===== config.mk =====
export PLATFORM = sky130hd
export DESIGN_NAME = btm_basic_timer
export DESIGN_NICKNAME = d
export VERILOG_FILES = /design/src/include/btm_pkg.sv /design/src/design/btm_basic_timer.sv
export SDC_FILE = /design/constraint.sdc
export NUM_CORES = 1
export LEC_CHECK = 0
export ABC_AREA = 1
export ABC_CLOCK_PERIOD_IN_PS = 6100
export BUFFER_PORTS_ARGS = -buffer_cell sky130_fd_sc_hd__clkbuf_2
export CAP_MARGIN = 20
export CORE_MARGIN = 10
export CORE_UTILIZATION = 40
export DETAILED_ROUTE_END_ITERATION = 16
export GPL_ROUTABILITY_DRIVEN = 0
export SETUP_SLACK_MARGIN = 0.5
export SYNTH_ARGS = -nofsm -noshare
export SYNTH_HDL_FRONTEND = slang
export SYNTH_SLANG_ARGS = --single-unit

===== constraint.sdc =====
create_clock -name clock_i -period 6.1 [get_ports clock_i]
set_clock_uncertainty 0.2 [all_clocks]
set_input_delay 0.305 -clock clock_i [delete_from_list [all_inputs] [get_ports clock_i]]
set_output_delay 0.305 -clock clock_i [all_outputs]
set_load 0.03 [all_outputs]

===== src/include/btm_pkg.sv =====
// Package of constants and types for the basic timer block
package btm_pkg;

    // ------------------------------------------------------------
    // Register byte offsets
    // ------------------------------------------------------------
    localparam logic [7:0] BTM_OFF_CTRL   = 8'h00;
    localparam logic [7:0] BTM_OFF_PSC    = 8'h04;
    localparam logic [7:0] BTM_OFF_RELOAD = 8'h08;
    localparam logic [7:0] BTM_OFF_COUNT  = 8'h0C;
    localparam logic [7:0] BTM_OFF_FILTER = 8'h10;
    localparam logic [7:0] BTM_OFF_STATUS = 8'h14;
    localparam logic [7:0] BTM_OFF_IRQEN  = 8'h18;
    localparam logic [7:0] BTM_OFF_CLEAR  = 8'h1C;

    // ------------------------------------------------------------
    // Reset values and answers
    // ------------------------------------------------------------
    localparam logic [15:0] BTM_RST_PSC    = 16'h0000;
    localparam logic [15:0] BTM_RST_RELOAD = 16'hFFFF;
    localparam logic [1:0]  BTM_RESP_OKAY  = 2'h0;
    localparam logic [1:0]  BTM_RESP_SLVERR = 2'h2;
    localparam int unsigned BTM_FLAG_BIT   = 0;

    // Operating mode field
    typedef enum logic [1:0] {
        BTM_MODE_TIMER   = 2'b00,
        BTM_MODE_COUNTER = 2'b01,
        BTM_MODE_TRIGGER = 2'b10,
        BTM_MODE_GATED   = 2'b11
    } btm_mode_t;

    // Control register layout, run enable in bit 0
    typedef struct packed {
        logic      flip_output_enable;
        logic      edge_polarity_select;
        logic      count_source_select;
        logic      single_shot_select;
        btm_mode_t mode;
        logic      run;
    } btm_ctrl_t;

    // AXI4-Lite request from master
    typedef struct packed {
        logic        awvalid;
        logic [7:0]  awaddr;
        logic        wvalid;
        logic [31:0] wdata;
        logic [3:0]  wstrb;
        logic        bready;
        logic        arvalid;
        logic [7:0]  araddr;
        logic        rready;
    } btm_axil_req_t;

    // AXI4-Lite answer to master
    typedef struct packed {
        logic        awready;
        logic        wready;
        logic        bvalid;
        logic [1:0]  bresp;
        logic        arready;
        logic        rvalid;
        logic [31:0] rdata;
        logic [1:0]  rresp;
    } btm_axil_rsp_t;

    // Whole state of the timer
    typedef struct packed {
        btm_ctrl_t     ctrl;
        logic [15:0]   prescale_setting;
        logic [15:0]   prescale_active;
        logic [15:0]   pre_cnt;
        logic [15:0]   reload_value;
        logic [15:0]   count_value;
        logic [3:0]    pin_filter_setting;
        logic [7:0]    samp_cnt;
        logic [7:0]    hist;
        logic          filt_lvl;
        logic          cascade_prev;
        logic          reload_overflow;
        logic          flag;
        logic          irq_en;
        logic          irq;
        logic          tog_pos;
        logic          tog_neg;
        logic          aw_held;
        logic [7:0]    aw_addr;
        logic          w_held;
        logic [31:0]   w_data;
        logic [3:0]    w_strb;
        btm_axil_rsp_t rsp;
    } btm_state_t;

endpackage


===== src/design/btm_basic_timer.sv =====
// Basic 16-bit timer with prescaler, pin filter, toggle outputs and AXI4-Lite registers
//
// Operation
// - Toggle disabled: both toggle pins low
// - Toggle enabled: pins opposite, positive starts high
// - Each overflow inverts both toggle pins together
// - Two-bit mode field: counter mode, other three codes count as timer
// - Timer mode counts prescaled peripheral clock
// - Run bit starts counting per prescaled pulse
// - Count reaching reload signals overflow, sets flag
// - Interrupt only while overflow enable is set
// - Writing 0 to clear bit clears flag
// - Source select: 1 cascade, 0 external pin
// - External pin filtered, edge chosen by polarity
// - Counter mode counts prescaled source pulses
// - Timer period is (psc+1)*(reload+1) clocks
// - Divide by psc+1 clocked, psc on source
// - New prescale applies at overflow or start
// - Single shot stops, flags, clears run bit
// - Continuous mode wraps to zero and continues
`timescale 1ns/100ps
module btm_basic_timer
    import btm_pkg::*;
(
    input  wire logic          clock_i,
    input  wire logic          resetn_i,
    input  wire btm_axil_req_t axil_req_i,
    output btm_axil_rsp_t      axil_rsp_o,
    input  wire logic          internal_cascade_input_i,
    input  wire logic          external_trigger_pin_i,
    output logic               toggle_out_pos_o,
    output logic               toggle_out_neg_o,
    output logic               irq_o
);

    // ------------------------------------------------------------
    // Helpers
    // ------------------------------------------------------------

    // Byte-lane merge of a write into a register word
    function automatic logic [31:0] wmerge(input logic [31:0] old_v,
                                           input logic [31:0] new_v,
                                           input logic [3:0]  strb);
        logic [31:0] r;
        r = old_v;
        for (int b = 0; b < 4; b++) begin
            if (strb[b]) begin
                r[8*b +: 8] = new_v[8*b +: 8];
            end
        end
        return r;
    endfunction

    // Address decode shared by read and write paths
    function automatic logic mapped(input logic [7:0] a);
        return (a[1:0] == 2'b00) && (a <= BTM_OFF_CLEAR);
    endfunction

    btm_state_t st;
    btm_state_t next_st;

    logic        wr_go;
    logic        rd_go;
    logic        tick;
    logic        hit_reload;
    logic        src_pulse;
    logic [15:0] limit;
    logic [7:0]  n_mask;
    logic [7:0]  samp_top;
    logic [31:0] wword;

    // ------------------------------------------------------------
    // Next-state logic
    // ------------------------------------------------------------

    // All timer, filter, flag and bus behaviour
    always_comb begin
        next_st    = st;
        wr_go      = st.aw_held && st.w_held && !st.rsp.bvalid;
        rd_go      = axil_req_i.arvalid && st.rsp.arready;
        tick       = 1'b0;
        hit_reload = 1'b0;
        src_pulse  = 1'b0;
        wword      = 32'h0000_0000;

        // Pin filter: sample every 2^k clocks, N equal samples change level
        samp_top = 8'h01 << st.pin_filter_setting[3:2];
        samp_top = samp_top - 8'h01;
        n_mask   = (st.pin_filter_setting[1:0] == 2'b00) ? 8'h01 :
                   ((8'h01 << {st.pin_filter_setting[1:0], 1'b0}) - 8'h01);
        if (st.samp_cnt >= samp_top) begin
            next_st.samp_cnt = 8'h00;
            next_st.hist     = {st.hist[6:0], external_trigger_pin_i};
        end else begin
            next_st.samp_cnt = st.samp_cnt + 8'h01;
        end
        if ((st.hist & n_mask) == n_mask) begin
            next_st.filt_lvl = 1'b1;
        end else if ((st.hist & n_mask) == 8'h00) begin
            next_st.filt_lvl = 1'b0;
        end
        next_st.cascade_prev = internal_cascade_input_i;

        // Counting source: cascade rising edge or filtered pin edge
        if (st.ctrl.count_source_select) begin
            src_pulse = internal_cascade_input_i && !st.cascade_prev;
        end else begin
            src_pulse = st.ctrl.edge_polarity_select ?
                        (!next_st.filt_lvl && st.filt_lvl) :
                        (next_st.filt_lvl && !st.filt_lvl);
        end

        // Prescaler: clock mode divides by psc+1, source mode by psc
        if (st.ctrl.mode == BTM_MODE_COUNTER) begin
            limit = (st.prescale_active == 16'h0000) ? 16'h0000 :
                    st.prescale_active - 16'h0001;
        end else begin
            limit     = st.prescale_active;
            src_pulse = 1'b1;
        end
        next_st.reload_overflow = 1'b0;
        if (st.ctrl.run && src_pulse) begin
            if (st.pre_cnt >= limit) begin
                next_st.pre_cnt = 16'h0000;
                tick            = 1'b1;
            end else begin
                next_st.pre_cnt = st.pre_cnt + 16'h0001;
            end
        end

        // Up counter with reload, wrap and single shot
        if (tick) begin
            if (st.count_value == st.reload_value) begin
                hit_reload              = 1'b1;
                next_st.count_value     = 16'h0000;
                next_st.reload_overflow = 1'b1;
                next_st.prescale_active = st.prescale_setting;
                if (st.ctrl.single_shot_select) begin
                    next_st.ctrl.run = 1'b0;
                end
            end else if (st.count_value > st.reload_value) begin
                next_st.count_value = 16'h0000;
            end else begin
                next_st.count_value = st.count_value + 16'h0001;
            end
        end

        // Write channel capture, either order
        if (axil_req_i.awvalid && st.rsp.awready) begin
            next_st.aw_held = 1'b1;
            next_st.aw_addr = axil_req_i.awaddr;
        end
        if (axil_req_i.wvalid && st.rsp.wready) begin
            next_st.w_held = 1'b1;
            next_st.w_data = axil_req_i.wdata;
            next_st.w_strb = axil_req_i.wstrb;
        end

        // Status read clears the flag
        if (rd_go && axil_req_i.araddr == BTM_OFF_STATUS) begin
            next_st.flag = 1'b0;
        end

        // Register write
        if (wr_go) begin
            next_st.aw_held    = 1'b0;
            next_st.w_held     = 1'b0;
            next_st.rsp.bvalid = 1'b1;
            next_st.rsp.bresp  = mapped(st.aw_addr) ? BTM_RESP_OKAY : BTM_RESP_SLVERR;
            unique case (st.aw_addr)
                BTM_OFF_CTRL: begin
                    wword        = wmerge({25'h0, st.ctrl}, st.w_data, st.w_strb);
                    next_st.ctrl = wword[6:0];
                    if (wword[0] && !st.ctrl.run) begin
                        next_st.prescale_active = st.prescale_setting;
                        next_st.pre_cnt         = 16'h0000;
                    end
                end
                BTM_OFF_PSC: begin
                    wword = wmerge({16'h0, st.prescale_setting}, st.w_data, st.w_strb);
                    next_st.prescale_setting = wword[15:0];
                end
                BTM_OFF_RELOAD: begin
                    wword = wmerge({16'h0, st.reload_value}, st.w_data, st.w_strb);
                    next_st.reload_value = wword[15:0];
                end
                BTM_OFF_COUNT: begin
                    wword = wmerge({16'h0, st.count_value}, st.w_data, st.w_strb);
                    next_st.count_value = wword[15:0];
                end
                BTM_OFF_FILTER: begin
                    wword = wmerge({28'h0, st.pin_filter_setting}, st.w_data, st.w_strb);
                    next_st.pin_filter_setting = wword[3:0];
                end
                BTM_OFF_IRQEN: begin
                    if (st.w_strb[0]) begin
                        next_st.irq_en = st.w_data[BTM_FLAG_BIT];
                    end
                end
                BTM_OFF_CLEAR: begin
                    if (st.w_strb[0] && !st.w_data[BTM_FLAG_BIT]) begin
                        next_st.flag = 1'b0;
                    end
                end
                default: begin
                end
            endcase
        end
        if (st.rsp.bvalid && axil_req_i.bready) begin
            next_st.rsp.bvalid = 1'b0;
        end

        // Overflow pulse sets the flag; set wins over clear
        if (st.reload_overflow) begin
            next_st.flag = 1'b1;
        end
        next_st.irq = next_st.flag && next_st.irq_en;

        // Read channel
        if (rd_go) begin
            next_st.rsp.rvalid = 1'b1;
            next_st.rsp.rresp  = mapped(axil_req_i.araddr) ? BTM_RESP_OKAY :
                                 BTM_RESP_SLVERR;
            unique case (axil_req_i.araddr)
                BTM_OFF_CTRL:   next_st.rsp.rdata = {25'h0, st.ctrl};
                BTM_OFF_PSC:    next_st.rsp.rdata = {16'h0, st.prescale_setting};
                BTM_OFF_RELOAD: next_st.rsp.rdata = {16'h0, st.reload_value};
                BTM_OFF_COUNT:  next_st.rsp.rdata = {16'h0, st.count_value};
                BTM_OFF_FILTER: next_st.rsp.rdata = {28'h0, st.pin_filter_setting};
                BTM_OFF_STATUS: next_st.rsp.rdata = {31'h0, st.flag};
                BTM_OFF_IRQEN:  next_st.rsp.rdata = {31'h0, st.irq_en};
                default:        next_st.rsp.rdata = 32'h0000_0000;
            endcase
        end else if (st.rsp.rvalid && axil_req_i.rready) begin
            next_st.rsp.rvalid = 1'b0;
        end
        next_st.rsp.awready = !next_st.aw_held && !next_st.rsp.bvalid;
        next_st.rsp.wready  = !next_st.w_held && !next_st.rsp.bvalid;
        next_st.rsp.arready = !next_st.rsp.rvalid;

        // Toggle pair: low when off, positive high on enable, invert on overflow
        if (!next_st.ctrl.flip_output_enable) begin
            next_st.tog_pos = 1'b0;
            next_st.tog_neg = 1'b0;
        end else if (!st.ctrl.flip_output_enable) begin
            next_st.tog_pos = 1'b1;
            next_st.tog_neg = 1'b0;
        end else if (st.reload_overflow) begin
            next_st.tog_pos = !st.tog_pos;
            next_st.tog_neg = !st.tog_neg;
        end
    end

    // ------------------------------------------------------------
    // State register
    // ------------------------------------------------------------

    // Single register for all state, toggle levels included
    always_ff @(posedge clock_i or negedge resetn_i) begin
        if (!resetn_i) begin
            st                  <= '0;
            st.prescale_setting <= BTM_RST_PSC;
            st.prescale_active  <= BTM_RST_PSC;
            st.reload_value     <= BTM_RST_RELOAD;
        end else begin
            st <= next_st;
        end
    end

    // Outputs straight from flops
    assign axil_rsp_o       = st.rsp;
    assign toggle_out_pos_o = st.tog_pos;
    assign toggle_out_neg_o = st.tog_neg;
    assign irq_o            = st.irq;
endmodule


==> Yosys cells after proc, flatten, opt, wreduce, memory -nomap -nowiden <==
Cells that the tools add are included.
{ "totals": {"regBits": 202, "out_inout_bits": 44, "word_cells": 177, "in_bits": 61} }
{ "classes": {"order_cmp": 5, "add_sub_neg": 6, "shifts": 2, "mux": 62, "eq_ne": 19, "bitwise_logic": 1, "reduce_logical": 44} }
{ "ops": {"columns": ["op", "n"], "rows": [
  ["$mux W16", 12],
  ["$pmux W16 S7", 1],
  ["$mux W91", 1],
  ["$mux W32", 2],
  ["$mux W8", 8],
  ["$eq A8 B5 Y1 const B", 6],
  ["$mux W37", 1],
  ["$add A16 B1 Y16 const B", 2],
  ["$eq A8 B4 Y1 const B", 4],
  ["$mux W7", 4],
  ["$logic_not A8 Y1", 3],
  ["$mux W1", 23],
  ["$logic_and A1 B1 Y1", 19],
  ["$reduce_and A3 Y1", 6],
  ["$eq A16 B16 Y1", 1],
  ["$eq A8 B3 Y1 const B", 2],
  ["$ge A16 B16 Y1", 1],
  ["$gt A16 B16 Y1", 1],
  ["$le A8 B5 Y1 const B", 2],
  ["$logic_not A16 Y1", 1],
  ["$sub A16 B1 Y16 const B", 1],
  ["$sub A8 B1 Y8 const B", 2],
  ["$logic_not A1 Y1", 12],
  ["$mux W2", 6],
  ["12 further kinds", 18]
]} }

==> Depth between registers and ports, before layout <==
Gate-level depths: netlist (run 1).
{ "logic_depth": {"depth_word": 19, "depth_mapped": 24} }

==> Worst setup path before layout (run 1) <==
Ideal clock, no wire load.
{ "synth_path": {"kind": "reg-to-reg", "startpoint": "register st[197] in the netlist's numbering", "endpoint": "register st[121] in the netlist's numbering", "path_buffers": 2, "setup_ns": 0.117, "slack_ns": 2.837, "arrival_time_ns": 2.946, "path_stages_with_launch": 23, "required_ns": 5.783, "synth_period_minus_slack_ns": 3.263, "path_cell_list": "dfrtp_1 -> nor2_1 -> buf_2 -> nand4_1 -> inv_1 -> nand3_1 -> nor3_2 -> a31oi_1 -> nor3_1 -> inv_1 -> ha_1 -> nand2_1 -> inv_1 -> nand3_1 -> nor3_1 -> nand3_1 -> nand3_1 -> nand3_2 -> buf_6 -> nand2_1 -> nand3_1 -> nand2_1 -> nand2_1"} }
{ "synth_via": {"elab_chain_cells": 8, "elab_cells_between_ends": 10, "cone_classes": "order compare (1); eq/ne (1); mux (7); reduce/logical (1)"} }
{ "synth_lines": {"columns": ["element", "line_no", "rtl"], "rows": [
  ["from (decl)", "btm_basic_timer.sv:59", "btm_state_t st;"],
  ["from (signal assigned)", "btm_basic_timer.sv:266", "st <= next_st;"],
  ["$eq A2 B1 Y1 *", "btm_basic_timer.sv:114", "if (st.ctrl.mode == BTM_MODE_COUNTER) begin"],
  ["$mux W16", "btm_basic_timer.sv:114", null],
  ["$ge A16 B16 Y1", "btm_basic_timer.sv:123", "if (st.pre_cnt >= limit) begin"],
  ["$mux W1", "btm_basic_timer.sv:123", null],
  ["$mux W1 *", "btm_basic_timer.sv:122", "if (st.ctrl.run && src_pulse) begin"],
  ["$mux W16 *", "btm_basic_timer.sv:132", "if (tick) begin"],
  ["$mux W16", "btm_basic_timer.sv:170", "unique case (st.aw_addr)"],
  ["$mux W91 *", "btm_basic_timer.sv:165", "if (wr_go) begin"]
]} }
Mark *: on every way between the ends. The rest lies on a longest branch, timed or not.
A chain may end at the register's enable or synchronous reset.

==> key figures, run 1 <==
Drt
  – DRT iter0 DRCs: 743
  – ANT nets after route: 0
  – DRC Markers: 0
  – Vias per inst: 5.02
  – Total Routed Length: about 26,000 um
  – Drt pass-1 iters: 7
  – Via count: 8,495
  – Avg WL per Cell: 15.3 um

Critical path
  – Worst R2R Setup Slack: 1990 ps
  – FF-to-FF path depth: 21
  – CP max stage delay: 400 ps
  – CP arrival: 4280 ps
  – Crit-path cells: nor2_1, buf_4, nand4_1, inv_1, nand3_1, nor3_2, a31oi_1, nor3_1, inv_1, ha_1, nand2_1, inv_1, nand3_1, nor3_1, nand3_1, nand3_1, buf_4, nand3_4, nand2_4, nand2_1, nand2_1
  – R2r startpoint: st[197]
  – Setup crit start kind: flip-flop
  – Crit end category: flip-flop
  – Worst endpoint required time: 6270 ps
  – Worst-path maximum fanout: 17
  – Capture point of the worst reg-to-reg path: st[171]
  – CP Class: reg -> reg
  – Slowest library cell on the worst path: dfrtp_1
  – Most used cell, CP: nand3_1

Clocking
  – Number of gates resized after cts: 0
  – CTS tree: yes
  – Clock Path Buffers: 2
  – Num CTS Buffers: 17
  – Root Driver: clkbuf_16
  – Worst-path clk slew: 70 ps
  – Worst-Skew Late Latency: around 440 ps
  – H-tree depth: 4
  – Clock sinks: 164

Global routing
  – Initial antenna violation count: 0
  – Largest net degree at the start of global routing: 96
  – First-pass GRT wire length: roughly 43,000 um
  – Total grt overflow: 0
  – GRT Util Overall: 0.171
  – Number of global-route vias before repair: about 8,200

Flow run
  – Max-cap violation count: 0

STA
  – Final Max Tran Viols: 0
  – Setup TNS: 0 ps
  – Final worst path period need: 4110 ps
  – FMAX: 0.243 GHz
  – Unrepaired setup endpoints after global routing: false
  – Final-report hold violation count: 0
  – Final Cycle Share: 0.674
  – Slew margin rel.: 0.375
  – Worst Tran Pin Value: 935 ps
  – Setup-failing EPs final: 0

Outcome
  – Run status: finished, final reports clean

Final layout
  – Multi-input gate area: 4510 sq um
  – Layout cells sized above 1: 0.103
  – Fin nets: between 1,000 and 1,500
  – Layout area overhead: 13.4%
  – Reg area: slightly above 4000 sq um
  – Filler Cell Count: around 2,400
  – # diodes: 0

Floorplan
  – Die width: 175 um
  – Row Count: 56
  – Die area: 30,800 sq um
  – Core Region: 23,600 sq um
  – I/O pin total: 105
  – Starting density of the core: 0.409
  – Die Y-Extent: approximately 180 um

Yosys
  – Yosys warning count: 0
  – Post-Syn Area: 9660 sq um
  – Fraction of registers with async set/reset: 1.00
  – Main synth FF type: dfrtp_1
  – Mapped Cells: 1,293
  – Seq/Total Area, Yosys: 0.427
  – Synthesized flop and latch total: 164
  – Avg Synthesized Cell Area: 7.47 sq um
  – Yosys cell types: 46
  – Number of flops mapped to enable cells by yosys: 0

Placed design
  – Port Buffers: 68
  – DP HPWL: approximately 19,000 um

Pwr
  – Maximum VDD drop: 0.369 mV
  – Leakage: 5.44 nW
  – Power Density: between 400 and 500 nW/um^2
  – Total power: about 5.5 mW

Hold path
  – Worst Hold Class: in -> reg
  – Hold path start: axil_req_i[56]
  – Hold path depth: 4
  – Worst Hold End: st[84]
-- worst max-delay path, delay by kind of cell (launching register included) --
family | cells | cell delay, ps
buf+inv | 5 | 780
simple gates | 14 | 2270
compound gates | 1 | 120
flops | 1 | 400
fa+ha+maj | 1 | 290
-- cell usage in the layout, fill, tap and decap left out, types with 2 or more instances in the layout --
cell / n
nand2_1: 363
inv_1: 160
dfrtp_1: 148
o21ai_0: 125
nor2_1: 108
nand3_1: 79
clkbuf_2: 67
ha_1: 39
nand4_1: 36
dlygate4sd3_1: 31
a21oi_1: 30
conb_1: 22
nor3_1: 21
clkbuf_16: 17
dfstp_2: 16
o22ai_1: 11
xor2_1: 10
or2_2: 7
xnor2_1: 7
o31ai_1: 7
nor4_1: 5
a221oi_1: 5
inv_6: 5
buf_4: 5
clkinv_1: 3
o211ai_1: 3
o21ai_1: 3
nand2_2: 3
a211oi_1: 3
inv_8: 3
nor3_2: 2
a31oi_1: 2
nor2_2: 2
nand2_4: 2
a21boi_0: 2
clkbuf_8: 2
bufinv_16: 2
-- registers in the layout (all words and copies together) (netlist names) --
name              cells
axil_rsp_o           23
irq_o                 1
st                  138
toggle_out_neg_o      1
toggle_out_pos_o      1
-- power breakdown --
part	internal [mW]	leakage, nW	switching, mW	total (mW)
logic	0.719	3.01	2.02	2.74
registers	1.36	2.12	0.234	1.59
clock network	0.640	0.301	0.493	1.13
total	2.72	5.44	2.75	5.47
-- Yosys cell counts, types with 5 or more instances --
cell type | n | share of area
ha_1 | 39 | 0.051
xor2_1 | 10 | 0.0091
buf_6 | 5 | 0.0058
o31ai_1 | 7 | 0.0054
nor3_1 | 21 | 0.011
dfrtp_1 | 148 | 0.38
dfstp_2 | 16 | 0.044
nand2_1 | 363 | 0.14
buf_4 | 41 | 0.032
or2_2 | 7 | 0.0045
nand4_1 | 36 | 0.023
nor4_1 | 5 | 0.0032
clkbuf_1 | 22 | 0.0085
xnor2_1 | 7 | 0.0063
a221oi_1 | 5 | 0.0045
nor2_1 | 108 | 0.042
o21ai_0 | 125 | 0.065
o22ai_1 | 11 | 0.0071
a21oi_1 | 30 | 0.016
nand3_1 | 79 | 0.041
buf_2 | 9 | 0.0047
inv_1 | 160 | 0.062
-- final cells by class --
class	count	area share
Sequential cell	164	0.376
Clock inverter	13	0.0145
Timing Repair Buffer	104	0.0634
Inverter	164	0.0562
Multi-Input combinational cell	909	0.412
Tap cell	319	0.0364
Clock buffer	19	0.0413
-- kinds of logic (layout without fill, tap and decap cells) --
| family | count (synthesis) | in the layout | share of synthesized area |
|---|---|---|---|
| AND/OR/NAND/NOR | 633 | 633 | 0.279 |
| buffers and inverters | 241 | 300 | 0.115 |
| AO/OA/AOI/OAI | 198 | 198 | 0.113 |
| flip-flops | 164 | 164 | 0.427 |
| adder cells (fa/ha/maj) | 39 | 39 | 0.0505 |
| XOR/XNOR | 17 | 17 | 0.0154 |
| other | 1 | 22 | 0.000388 |
-- worst max-delay path by stage --
stage,from,to,depth (start not counted)
floorplan,st[197],st[121],22
global placement,st[163],st[171],18
detailed placement,st[163],st[171],18
CTS,st[163],st[173],18
global route,st[163],st[174],18
finish,st[197],st[171],21
-- stage by stage --
| step | util | hold WS, ps | instances | worst slack (ps) | area [sq um] |
|---|---|---|---|---|---|
| 6_report | 0.464 | 75.6 | 1692 | 1990 | 11000 |
| 5_1_grt | 0.464 | 104 | 1692 | 1470 | 11000 |
| 4_1_cts | 0.464 | 57.3 | 1692 | 1910 | 11000 |
| 3_5_place_dp | 0.425 | 260 | 1629 | 1930 | 10000 |
| 3_3_place_gp | 0.425 | 253 | 1629 | 1980 | 10000 |
| 2_1_floorplan | - | -191 | 1314 | 2840 | 9740 |
-- timing repair --
action                    CTS  global route
hold endpoints to repair  113             0
hold buffers               31             0
buffers inserted            0             0
-- layer usage --
| layer | wire length (um) | share of wire | track usage |
|---|---|---|---|
| met1 | 12100 | 0.47 | 0.230 |
| met2 | 12100 | 0.47 | 0.277 |
| met3 | 1280 | 0.050 | 0.0345 |
| met4 | 316 | 0.012 | 0.0452 |
| met5 | 0 | 0 | 0 |
(Power assumes the default switching activity.)
==> run 2, diff against run 1 <==
Settings changed: ABC_CLOCK_PERIOD_IN_PS 6100 to 3900.
Clock period 6.1 ns to 3.9 ns, I/O delays scaled along.
==> run 2 against run 1 <==
  * Sequential power is 55% higher
  * Hold slack better by 5.5 ps
  * Critical path depth increased by 2
  * First-iteration DRC count is 5.5% lower
  * Clock power rose by 42%
  * Sequential share of layout area shrank 2.6 points
  * Design area up 7.7%
  * Core utilization up 3.6 points
  * Die area stayed put
==> key figures, run 2 (synthesis results as in run 1) <==
STA
  – Final Max Tran Viols: 0
  – Final-report hold violation count: 0
  – FMAX: 0.296 GHz
  – Worst Tran Pin Value: 880 ps
  – Setup-failing EPs final: 0
  – Unrepaired setup endpoints after global routing: true
  – WHS: 81.1 ps
  – Slew margin rel.: 0.412
  – Final worst path period need: 3380 ps
  – Setup TNS: 0 ps
  – Final Cycle Share: 0.866

Final layout
  – Layout cells sized above 1: 0.186
  – Fin nets: 1,504
  – # diodes: 0
  – Layout area overhead: 22.1%
  – Commonest non-fill, non-tap cell in the layout: nand2_1
  – Highest-count cells in the layout ignoring fill and taps: nand2_1 (338), inv_1 (153), dfrtp_1 (143), o21ai_0 (121), nor2_1 (94)
  – Max reg flops: 138
  – Largest Register: st

Pwr
  – Total power: ~12 mW
  – Maximum VDD drop: 0.963 mV
  – Leakage: 5.80 nW
  – Power Density: 1000 nW/um^2

Placed design
  – DP HPWL: 19,200 um
  – Port Buffers: between 60 and 70

Critical path
  – Crit end category: flip-flop
  – CP Class: reg -> reg
  – Worst endpoint required time: 4020 ps
  – Slowest library cell on the worst path: dfrtp_1
  – CP max stage delay: ~390 ps
  – CP Buf/Inv Count: 9
  – CP arrival: 3500 ps
  – Setup crit start kind: flip-flop
  – Crit-path cells: inv_2, nor2_4, buf_4, buf_4, inv_2, nor2_4, nand4_1, nor2_2, buf_6, nor3_2, inv_1, ha_4, nand2_2, inv_2, nand3_4, nor3_4, nand3_2, nand3_4, nand3_4, buf_12, nand2_4, buf_6, nor2_1
  – Worst-path maximum fanout: 6
  – CP top delay family: simple AND/OR/NAND/NOR gates

Hold path
  – Worst Hold Class: in -> reg

Clocking
  – Worst-Skew Late Latency: 430 ps
  – Root Driver: clkbuf_16
  – Worst-path clk slew: roughly 70 ps
  – Clock Path Buffers: 2
  – Clock sinks: between 150 and 200
  – CTS tree: yes
  – Num CTS Buffers: 17
  – H-tree depth: 4

Drt
  – Via count: 8,790
  – Vias per inst: 5.06
  – Total Routed Length: 27,300 um
  – ANT nets after route: 0
  – DRT iter0 DRCs: roughly 700
  – Avg WL per Cell: 15.7 um
  – DRC Markers: 0
  – Drt pass-1 iters: 5

Global routing
  – Total grt overflow: 0
  – Number of global-route vias before repair: ~8,500
  – Largest net degree at the start of global routing: 72
  – Initial antenna violation count: 0
  – First-pass GRT wire length: 44,200 um
  – GRT Util Overall: 0.176

Floorplan
  – Row Count: 56
  – I/O pin total: 105
  – Die width: about 180 um
  – Core Region: about 24,000 sq um
  – Die area: around 30,000 sq um
  – Starting density of the core: 0.409
  – Die Y-Extent: 175 um

Outcome
  – Run status: finished, final reports clean

Flow run
  – Max-cap violation count: 0
run 2: cell types whose count changed in the layout (fill, tap and decap cells not counted), moves of 9 or more:
cell     before  now
nand2_1     363  338
buf_4         5   28
nand3_1      79   59
nand2_2       3   20
nand3_2       1   17
nor2_1      108   94
nor2_2        2   11
run 2: worst paths after layout:
check,startpoint,to,slack [ps],depth (start not counted)
min,axil_req_i[9],axil_rsp_o[2],80,5
max in group asynchronous,resetn_i,st[169],2490,3
max reg2reg,st[196],st[152],520,23
max,st[196],st[152],520,23
min reg2reg,axil_rsp_o[34],axil_rsp_o[35],270,1
min in group asynchronous,resetn_i,st[149],130,2
run 2: worst register-to-register path, stage by stage, from the launching register on:
cell and delay, ps:
dfrtp_1 390, inv_2 80, nor2_4 50, buf_4 130
buf_4 130, inv_2 70, nor2_4 40, nand4_1 130
nor2_2 70, buf_6 120, nor3_2 210, inv_1 100
ha_4 280, nand2_2 50, inv_2 70, nand3_4 70
nor3_4 170, nand3_2 110, nand3_4 110, nand3_4 190
buf_12 220, nand2_4 70, buf_6 160, nor2_1 50
run 2: cell type report:
cell class / instances / area, sq um
tap: 319 / 399
fill: 2314 / 11800
clock inverter: 14 / 113
multi-input combinational: 909 / 4910
timing repair buffer: 148 / 1190
inverter: 164 / 623
clock buffer: 18 / 439
sequential: 164 / 4130
run 2: per-layer routing:
layer	vias up	track usage	wire, um
li1	4363	-	-
met5	-	0	0
met1	4152	0.236	12600
met2	246	0.288	12900
met4	0	0.0495	384
met3	29	0.0268	1440
run 2: stage by stage:
step	cells	cell area [sq um]	setup WS, ps	utilization
after floorplan	1314	9740	637	-
after CTS	1720	11300	472	0.480
after global routing	1736	11800	293	0.500
after detailed placement	1640	10200	182	0.430
final	1736	11800	523	0.500
after global placement	1640	10200	268	0.430
run 2: what timing repair did:
action / CTS / global route
pin swaps: 20 / 46
setup endpoints to repair: 50 / 50
hold buffers: 37 / 0
buffers inserted: 9 / 14
cloned: 2 / 2
endpoints found under the hold margin: 90 / 0
gates resized for setup: 41 / 82
run 2: where the power goes:
| part | switching [mW] | total (mW) | internal, mW |
|---|---|---|---|
| clock | 0.766 | 1.61 | 0.848 |
| combinational | 4.55 | 7.76 | 3.21 |
| sequential | 0.347 | 2.47 | 2.13 |
| total | 5.66 | 11.8 | 6.19 |
